## config.mk

```make
export PLATFORM = sky130hd
export DESIGN_NAME = scg_guard_top
export DESIGN_NICKNAME = d
export VERILOG_FILES = /design/src/inc/scg_pkg.sv /design/src/scg_guard_top.sv
export SDC_FILE = /design/constraint.sdc
export NUM_CORES = 1
export LEC_CHECK = 0
export ABC_AREA = 1
export BUFFER_PORTS_ARGS = -buffer_cell sky130_fd_sc_hd__buf_2
export CAP_MARGIN = 20
export CORE_ASPECT_RATIO = 1.2
export CORE_MARGIN = 2
export CORE_UTILIZATION = 25
export CTS_BUF_LIST = sky130_fd_sc_hd__clkbuf_16
export CTS_CLUSTER_DIAMETER = 80
export CTS_CLUSTER_SIZE = 20
export DETAILED_ROUTE_END_ITERATION = 6
export SLEW_MARGIN = 20
export SYNTH_ARGS = -nofsm -noshare
export SYNTH_HDL_FRONTEND = slang
export SYNTH_SLANG_ARGS = --single-unit
```

## constraint.sdc

```tcl
create_clock -name i_clock -period 33.4 [get_ports i_clock]
set_input_delay 3.34 -clock i_clock [delete_from_list [all_inputs] [get_ports i_clock]]
set_output_delay 3.34 -clock i_clock [all_outputs]
set_load 0.02 [all_outputs]
```

## src/inc/scg_pkg.sv

```systemverilog
// Purpose: constants and helpers for the smart card etu / check-sum / guard block
// Assumes: 16-bit register addresses, 8-bit register data
// Notes: divider values are rounded integers of 2*Fi/Di
package scg_pkg;
  localparam logic [15:0] ADDR_BAUD = 16'hFE13;
  localparam logic [15:0] ADDR_CHK_HI = 16'hFE14;
  localparam logic [15:0] ADDR_CHK_LO = 16'hFE15;
  localparam logic [15:0] ADDR_BGT = 16'hFE16;
  localparam logic [15:0] ADDR_EGT = 16'hFE17;
  localparam logic [15:0] ADDR_CTRL = 16'hFE30;
  localparam logic [15:0] ADDR_STAT = 16'hFE31;

  localparam logic [7:0] RST_BAUD = 8'h11;
  localparam logic [7:0] RST_CHK = 8'hFF;
  localparam logic [7:0] RST_BGT = 8'h16;
  localparam logic [7:0] RST_EGT = 8'h0C;
  localparam logic [7:0] RST_CTRL = 8'h00;
  localparam logic [7:0] ZERO8 = 8'h00;

  // field positions
  localparam int F_HI = 7;
  localparam int F_LO = 4;
  localparam int D_HI = 3;
  localparam int D_LO = 0;
  localparam int BGT_HI = 4;
  localparam int EGT_MSB = 7;
  localparam int CTRL_T1 = 0;
  localparam int CTRL_CHKEN = 1;
  localparam int CTRL_LRC = 2;
  localparam int STAT_OPEN = 0;
  localparam int STAT_BUSY = 1;
  localparam int STAT_OK = 2;

  localparam logic [8:0] EGT_MIN_T0 = 9'h00C;
  localparam logic [8:0] EGT_MIN_T1 = 9'h00B;
  localparam logic [8:0] ETU_SAT = 9'h1FF;
  localparam logic [12:0] DIV_MAX = 13'h1000;
  localparam logic [12:0] DIV_ONE = 13'h0001;
  localparam logic [15:0] CRC_POLY = 16'h1021;
  localparam logic [15:0] CRC_GOOD = 16'h1D0F;
  localparam logic [2:0] BIT_ONE = 3'h1;

  typedef enum logic [1:0] {ST_IDLE, ST_CHK_HI, ST_CHK_LO} scg_tx_state_t;

  function automatic logic [11:0] scg_fi_ratio(input logic [3:0] c);
    case (c)
      4'h0, 4'h1: scg_fi_ratio = 12'd372;
      4'h2: scg_fi_ratio = 12'd558;
      4'h3: scg_fi_ratio = 12'd744;
      4'h4: scg_fi_ratio = 12'd1116;
      4'h5: scg_fi_ratio = 12'd1488;
      4'h6, 4'h7: scg_fi_ratio = 12'd1860;
      4'h8, 4'h9: scg_fi_ratio = 12'd512;
      4'hA: scg_fi_ratio = 12'd768;
      4'hB: scg_fi_ratio = 12'd1024;
      4'hC: scg_fi_ratio = 12'd1536;
      default: scg_fi_ratio = 12'd2048;
    endcase
  endfunction : scg_fi_ratio

  function automatic logic [5:0] scg_di_ratio(input logic [3:0] c);
    case (c)
      4'h0, 4'h1: scg_di_ratio = 6'd1;
      4'h2: scg_di_ratio = 6'd2;
      4'h3: scg_di_ratio = 6'd4;
      4'h4: scg_di_ratio = 6'd8;
      4'h5: scg_di_ratio = 6'd16;
      4'h6, 4'h7: scg_di_ratio = 6'd32;
      4'h8: scg_di_ratio = 6'd12;
      4'h9: scg_di_ratio = 6'd20;
      default: scg_di_ratio = 6'd16;
    endcase
  endfunction : scg_di_ratio

  // rounded 2*Fi/Di, clamped to the largest supported ratio
  function automatic logic [12:0] scg_divider(input logic [7:0] sel);
    logic [12:0] f2;
    logic [12:0] d;
    logic [12:0] v;
    f2 = {scg_fi_ratio(sel[F_HI:F_LO]), 1'b0};
    d = {7'h00, scg_di_ratio(sel[D_HI:D_LO])};
    v = (f2 + (d >> 1)) / d;
    if (v > DIV_MAX) begin
      v = DIV_MAX;
    end
    scg_divider = v;
  endfunction : scg_divider
endpackage : scg_pkg

```

## src/scg_guard_top.sv

```systemverilog
// Purpose: etu divider, card clock, check-sum accumulator and tx guard timing
// Assumes: uart core on the same clock supplies bit strobes and char events
// Notes: bits handed in are logical (direct convention) data bits only
//
// Operation
// - card clock toggles on every intermediate tick, halving it.
// - etu pulse every 2*Fi/Di intermediate ticks from the selected codes.
// - divider value is clamped to at most 4096.
// - baud select holds Fi code in 7:4, Di code in 3:0, reset 0x11.
// - Fi codes map to 372..2048 per the fixed table.
// - Di codes map to 1..32, 12, 20, and 16 above.
// - integer divider per pair, rounded, within 1.1 percent.
// - crc uses polynomial x16 + x12 + x5 + 1.
// - residue 0x1D0F means crc ok; zero low byte means lrc ok.
// - lrc mode uses only accumulator bits 7:0.
// - t1 with check enable sends accumulator after the last data byte.
// - accumulator updates on every bit, readable always, enable or not.
// - crc runs on logical data, so convention does not change it.
// - received check bytes go to the receive fifo with data.
// - first tx char waits block guard time from last rx start bit.
// - block guard field bits 4:0 in etus, default 22, bits 6:5 unused.
// - block guard bit 7 is the msb of the 9-bit extra guard.
// - tx start bits spaced at least the extra guard time apart.
// - extra guard low byte defaults 12; floor 12 in t0, 11 in t1.
//
// Chosen here: the strobed register port.
`timescale 1ns/1ps
module scg_guard_top
  import scg_pkg::*;
(
  input wire logic i_clock, // 200 mhz system clock
  input wire logic i_reset, // async, active high
  input wire logic i_clock_en, // freezes all state when low
  input wire logic [15:0] i_addr, // register address
  input wire logic [7:0] i_wdata, // register write data
  input wire logic i_wr, // write strobe
  input wire logic i_rd, // read strobe
  output logic [7:0] o_rdata, // read data, cycle after strobe
  input wire logic i_intermediate_tick, // intermediate clock enable pulse
  output logic o_card_clock, // smart card clock
  output logic o_etu_tick, // one pulse per etu
  input wire logic i_bit_strobe, // a data bit was sent or received
  input wire logic i_bit_value, // logical value of that bit
  input wire logic i_rx_start, // start bit of a received char
  input wire logic i_rx_char_valid, // received char complete
  input wire logic [7:0] i_rx_char, // received char, logical
  input wire logic i_tx_valid, // data char waiting to be sent
  input wire logic [7:0] i_tx_data, // that char
  input wire logic i_tx_last, // that char ends the message
  output logic o_tx_start, // begin sending o_tx_char now
  output logic [7:0] o_tx_char, // char to send
  output logic o_tx_check, // o_tx_char is a check byte
  output logic o_tx_busy, // check bytes pending, hold data
  output logic o_fifo_push, // push into receive fifo
  output logic [7:0] o_fifo_data // receive fifo data
);
  import scg_pkg::*;

  typedef struct packed {
    logic [7:0] baud;
    logic [15:0] acc;
    logic [7:0] block_guard_time;
    logic [7:0] extra_guard_time;
    logic [7:0] ctrl;
    logic [12:0] div_now;
    logic [12:0] div_cnt;
    logic card_clk;
    logic etu;
    logic [2:0] lrc_idx;
    logic [8:0] since_tx;
    logic [8:0] since_rx;
    logic rx_seen;
    scg_tx_state_t st;
    logic [7:0] chk_lo;
    logic tx_start;
    logic [7:0] tx_char;
    logic tx_chk;
    logic [7:0] rdata;
    logic fifo_push;
    logic [7:0] fifo_data;
  } scg_state_t;

  scg_state_t r;
  scg_state_t next_r;

  logic [8:0] egt_full;
  logic [8:0] egt_floor;
  logic [8:0] egt_eff;
  logic [8:0] bgt_eff;
  logic guard_open;
  logic lrc_mode;
  logic check_ok;
  logic [12:0] div_inc;
  logic crc_fb;
  logic [7:0] stat;

  always_comb begin
    egt_full = {r.block_guard_time[EGT_MSB], r.extra_guard_time};
    egt_floor = r.ctrl[CTRL_T1] ? EGT_MIN_T1 : EGT_MIN_T0;
    egt_eff = (egt_full < egt_floor) ? egt_floor : egt_full;
    bgt_eff = {4'h0, r.block_guard_time[BGT_HI:0]};
    // tx allowed once both spacing windows have passed
    guard_open = (r.since_tx >= egt_eff)
      && (!r.rx_seen || r.since_rx >= bgt_eff);
    lrc_mode = r.ctrl[CTRL_LRC];
    check_ok = lrc_mode ? (r.acc[7:0] == ZERO8) : (r.acc == CRC_GOOD);
    div_inc = r.div_cnt + DIV_ONE;
    crc_fb = r.acc[15] ^ i_bit_value;
    stat = ZERO8;
    stat[STAT_OPEN] = guard_open;
    stat[STAT_BUSY] = (r.st != ST_IDLE);
    stat[STAT_OK] = check_ok;

    next_r = r;
    next_r.etu = 1'b0;
    next_r.tx_start = 1'b0;
    next_r.fifo_push = 1'b0;
    next_r.rdata = ZERO8;

    // card clock and etu divider
    if (i_intermediate_tick) begin
      next_r.card_clk = ~r.card_clk;
      if (div_inc >= r.div_now) begin
        next_r.div_cnt = '0;
        next_r.etu = 1'b1;
        next_r.div_now = scg_divider(r.baud);
      end else begin
        next_r.div_cnt = div_inc;
      end
    end

    // etu counters since last tx and rx start bits, saturating
    if (r.etu) begin
      if (r.since_tx != ETU_SAT) begin
        next_r.since_tx = r.since_tx + 9'h001;
      end
      if (r.since_rx != ETU_SAT) begin
        next_r.since_rx = r.since_rx + 9'h001;
      end
    end
    if (i_rx_start) begin
      next_r.since_rx = '0;
      next_r.rx_seen = 1'b1;
      next_r.lrc_idx = '0;
    end

    // accumulator runs on every bit regardless of the enable
    if (i_bit_strobe) begin
      if (lrc_mode) begin
        next_r.acc[r.lrc_idx] = r.acc[r.lrc_idx] ^ i_bit_value;
        next_r.lrc_idx = r.lrc_idx + BIT_ONE;
      end else begin
        next_r.acc = {r.acc[14:0], 1'b0} ^ (crc_fb ? CRC_POLY : 16'h0000);
      end
    end

    // receive chars, check bytes included, pass to the fifo
    if (i_rx_char_valid) begin
      next_r.fifo_push = 1'b1;
      next_r.fifo_data = i_rx_char;
    end

    // transmit sequencing
    case (r.st)
      ST_IDLE: begin
        if (i_tx_valid && guard_open) begin
          next_r.tx_start = 1'b1;
          next_r.tx_char = i_tx_data;
          next_r.tx_chk = 1'b0;
          if (i_tx_last && r.ctrl[CTRL_T1] && r.ctrl[CTRL_CHKEN]) begin
            next_r.st = ST_CHK_HI;
          end
        end
      end
      ST_CHK_HI: begin
        if (guard_open) begin
          next_r.tx_start = 1'b1;
          next_r.tx_chk = 1'b1;
          next_r.chk_lo = r.acc[7:0];
          if (lrc_mode) begin
            next_r.tx_char = r.acc[7:0];
            next_r.st = ST_IDLE;
          end else begin
            next_r.tx_char = r.acc[15:8];
            next_r.st = ST_CHK_LO;
          end
        end
      end
      ST_CHK_LO: begin
        if (guard_open) begin
          next_r.tx_start = 1'b1;
          next_r.tx_chk = 1'b1;
          next_r.tx_char = r.chk_lo;
          next_r.st = ST_IDLE;
        end
      end
      default: begin
        next_r.st = ST_IDLE;
      end
    endcase
    if (next_r.tx_start) begin
      next_r.since_tx = '0;
      next_r.rx_seen = 1'b0;
      next_r.lrc_idx = '0;
    end

    // register writes; a firmware load overrides a bit update
    if (i_wr) begin
      case (i_addr)
        ADDR_BAUD: next_r.baud = i_wdata;
        ADDR_CHK_HI: begin
          next_r.acc[15:8] = i_wdata;
          next_r.lrc_idx = '0;
        end
        ADDR_CHK_LO: begin
          next_r.acc[7:0] = i_wdata;
          next_r.lrc_idx = '0;
        end
        ADDR_BGT: begin
          next_r.block_guard_time = ZERO8;
          next_r.block_guard_time[EGT_MSB] = i_wdata[EGT_MSB];
          next_r.block_guard_time[BGT_HI:0] = i_wdata[BGT_HI:0];
        end
        ADDR_EGT: next_r.extra_guard_time = i_wdata;
        ADDR_CTRL: begin
          next_r.ctrl = ZERO8;
          next_r.ctrl[CTRL_T1] = i_wdata[CTRL_T1];
          next_r.ctrl[CTRL_CHKEN] = i_wdata[CTRL_CHKEN];
          next_r.ctrl[CTRL_LRC] = i_wdata[CTRL_LRC];
        end
        default: begin
        end
      endcase
    end

    // register reads, data valid in the following cycle only
    if (i_rd) begin
      case (i_addr)
        ADDR_BAUD: next_r.rdata = r.baud;
        ADDR_CHK_HI: next_r.rdata = r.acc[15:8];
        ADDR_CHK_LO: next_r.rdata = r.acc[7:0];
        ADDR_BGT: next_r.rdata = r.block_guard_time;
        ADDR_EGT: next_r.rdata = r.extra_guard_time;
        ADDR_CTRL: next_r.rdata = r.ctrl;
        ADDR_STAT: next_r.rdata = stat;
        default: next_r.rdata = ZERO8;
      endcase
    end
  end

  always_ff @(posedge i_clock or posedge i_reset) begin
    if (i_reset) begin
      r.baud <= RST_BAUD;
      r.acc <= {RST_CHK, RST_CHK};
      r.block_guard_time <= RST_BGT;
      r.extra_guard_time <= RST_EGT;
      r.ctrl <= RST_CTRL;
      r.div_now <= 13'h02E8;
      r.div_cnt <= '0;
      r.card_clk <= 1'b0;
      r.etu <= 1'b0;
      r.lrc_idx <= '0;
      r.since_tx <= ETU_SAT;
      r.since_rx <= ETU_SAT;
      r.rx_seen <= 1'b0;
      r.st <= ST_IDLE;
      r.chk_lo <= ZERO8;
      r.tx_start <= 1'b0;
      r.tx_char <= ZERO8;
      r.tx_chk <= 1'b0;
      r.rdata <= ZERO8;
      r.fifo_push <= 1'b0;
      r.fifo_data <= ZERO8;
    end else if (i_clock_en) begin
      r <= next_r;
    end
  end

  assign o_rdata = r.rdata;
  assign o_card_clock = r.card_clk;
  assign o_etu_tick = r.etu;
  assign o_tx_start = r.tx_start;
  assign o_tx_char = r.tx_char;
  assign o_tx_check = r.tx_chk;
  assign o_tx_busy = (r.st != ST_IDLE) ? 1'b1 : 1'b0;
  assign o_fifo_push = r.fifo_push;
  assign o_fifo_data = r.fifo_data;
endmodule : scg_guard_top

```

==> impl_metrics.json <==
{
  "outcome": "completed",
  "die-area_sq_um": 47700,
  "final_common_cell": "nand2_1",
  "synth_edf_count": 0,
  "top_layer": "met4",
  "endpoint_kind": "register",
  "htree_levels": 4,
  "chipWidth_um": 200,
  "root_buffer": "clkbuf_16",
  "post_cts_buffers": 0,
  "nFillCells": 4998,
  "crit_top_cell": "nand2_1",
  "hp-start": "r[81]",
  "clock-sinks": 128,
  "drc_errors": 0,
  "row_count": 86,
  "maxSlewViolCount": 0,
  "nets": 1795,
  "n_antenna_cell": 0,
  "post-route-min-period_ps": 20000,
  "antenna_found_initial": 0,
  "hpwlAfterDp_um": 25400,
  "port_buffers": 81,
  "final_cells": 2269,
  "die_h_um": 239,
  "whs_ps": 471,
  "synth_cell_type_count": 61,
  "startpoint_type": "register",
  "drtAntennaViolNets": 0,
  "grt_pass1_wl_um": 54000,
  "vias": 10700,
  "synthSimpleGateAreaFrac": 0.278,
  "grt_max_degree": 70,
  "ys_seq_elements": 128,
  "yosysSeqAreaShare": 0.284,
  "syn_inst": 1589,
  "async_flop_share": 1.00,
  "wl_met2_um": 16500,
  "slew_headroom": 0.356,
  "synth.net_count": 1744,
  "slowest_stage": "dfrtp_1",
  "timing.rr.start": "r[130]",
  "start_util": 0.252,
  "cp_data_arrival_time_ps": 20360,
  "cpPeakStageDelay_ps": 460,
  "area_growth_pct": 13.0,
  "synth_flop_cell": "dfrtp_1",
  "hold_path.class": "reg2reg",
  "wl_met1_um": 13900,
  "final_cell_mix": "353 x nand2_1, 232 x inv_1, 159 x o21ai_0",
  "required_ps": 33760,
  "clk_latency_ps": 430,
  "hold_viol": 0,
  "crit_path_start": "r[130]",
  "netlist_area_sq_um": 11500,
  "synth-xor-area-share": 0.0404,
  "drive_gt1_frac": 0.158,
  "rsz0062_at_grt": "false",
  "syn-mean-instance-area_sq_um": 7.22,
  "grt_pass1_vias": 10700,
  "worst_pin_slew_ps": 956,
  "dp.cells": 2237,
  "cts_buffer_depth": 2,
  "grt.total_usage": 0.140,
  "synth-compound-area-share": 0.168,
  "drv_cap": 0,
  "drt_iter0_markers": 685,
  "clk_pin_slew_worst_paths_ps": 60,
  "drt_wl_total_um": 32600,
  "fin_util": 0.284,
  "path_max_fanout": 13,
  "wl_met3_um": 1340,
  "grt_overflow": 0,
  "max_freq_mhz": 50.0,
  "drt_pre_antenna_iters": 5,
  "cts_tree": "done",
  "design.core.area_sq_um": 45600,
  "muxShareOfSynthArea": 0.00785,
  "yosysWarnings": 0,
  "setup_viol": 0,
  "io_pins": 82,
  "cts_buffers": 17,
  "cts_hold_buf": 0,
  "period_share": 0.599,
  "vias_per_cell": 4.73,
  "tns_ps": 0,
  "skew_ps": 19.3,
  "wl_per_cell_um": 14.4,
  "synth_fa_ha_area_frac": 0.113,
  "gp_congestion": 0.886,
  "synth_top_family_by_area": "simple AND/OR/NAND/NOR gates",
  "cts-resized-gates": 0,
  "critPathKind": "reg2reg"
}
## sequential cells by signal, summed over array words and instances (netlist names)
signal / count
o_card_clock: 1
o_fifo_push: 1
o_tx_start: 1
egt_full: 9
o_etu_tick: 1
o_tx_char: 8
o_tx_check: 1
r: 84
lrc_mode: 1
bgt_eff: 5
o_rdata: 8
o_fifo_data: 8
## per-layer routing
layer | up-vias | GRT usage
li1 | 5387 | -
met3 | 55 | 0.0198
met2 | 272 | 0.253
met4 | 0 | 0.0404
met1 | 5028 | 0.170
met5 | - | 0
## Yosys cell counts (all sizes together) (26+ instances only)
| cell | instances | area (sq um) |
|---|---|---|
| a21oi | 62 | 318 |
| dfrtp | 82 | 2050 |
| o21ai | 170 | 855 |
| nor2 | 98 | 448 |
| inv | 246 | 923 |
| buf | 30 | 238 |
| nand2 | 383 | 1550 |
| nand4 | 28 | 196 |
| nor3 | 26 | 135 |
| dfstp | 46 | 1210 |
| xor2 | 31 | 272 |
| nand3 | 98 | 623 |
| ha | 102 | 1280 |
## cell families (layout without fill, tap and decap cells)
group	after synthesis	after routing
AND/OR/NAND/NOR	668	668
multiplexers	8	8
buffers and inverters	300	364
flip-flops	128	128
adder cells (fa/ha/maj)	103	103
XOR/XNOR	53	53
AO/OA/AOI/OAI	329	329
## worst max-delay path: cells and delay by family (launching register included)
family / cells / cell delay, ps
flops: 1 / 460
compound gates: 40 / 6200
buf+inv: 19 / 1950
simple gates: 67 / 7260
fa+ha+maj: 13 / 4010
## layout make-up
class / count / area (sq um) / area share
tap: 616 / 771 / 0.0594
sequential: 128 / 3260 / 0.251
multi-input combinational: 1161 / 6970 / 0.537
clock inverter: 15 / 179 / 0.0138
inverter: 247 / 931 / 0.0718
timing repair buffer: 85 / 435 / 0.0336
clock buffer: 17 / 425 / 0.0328
## path summary, 6_finish.rpt
check | to | slack, ps | cells after the start
setup / recovery | r[77] | 13400 | 139
hold / removal | r[81] | 470 | 2
setup reg to reg | r[77] | 13400 | 139
hold reg to reg | r[81] | 470 | 2
max in group asynchronous | bgt_eff[0] | 28990 | 3
min in group asynchronous | o_card_clock | 3080 | 2
## per-stage QoR
step	area [sq um]	setup slack (ps)
floorplan	11500	15860
global placement	12400	14310
detailed placement	12400	13520
CTS	13000	13440
global route	13000	10880
finish	13000	13400
Power is left out: the tool's default activity adds up to more than one toggle a clock period on the data nets, which glitch-free logic cannot reach.
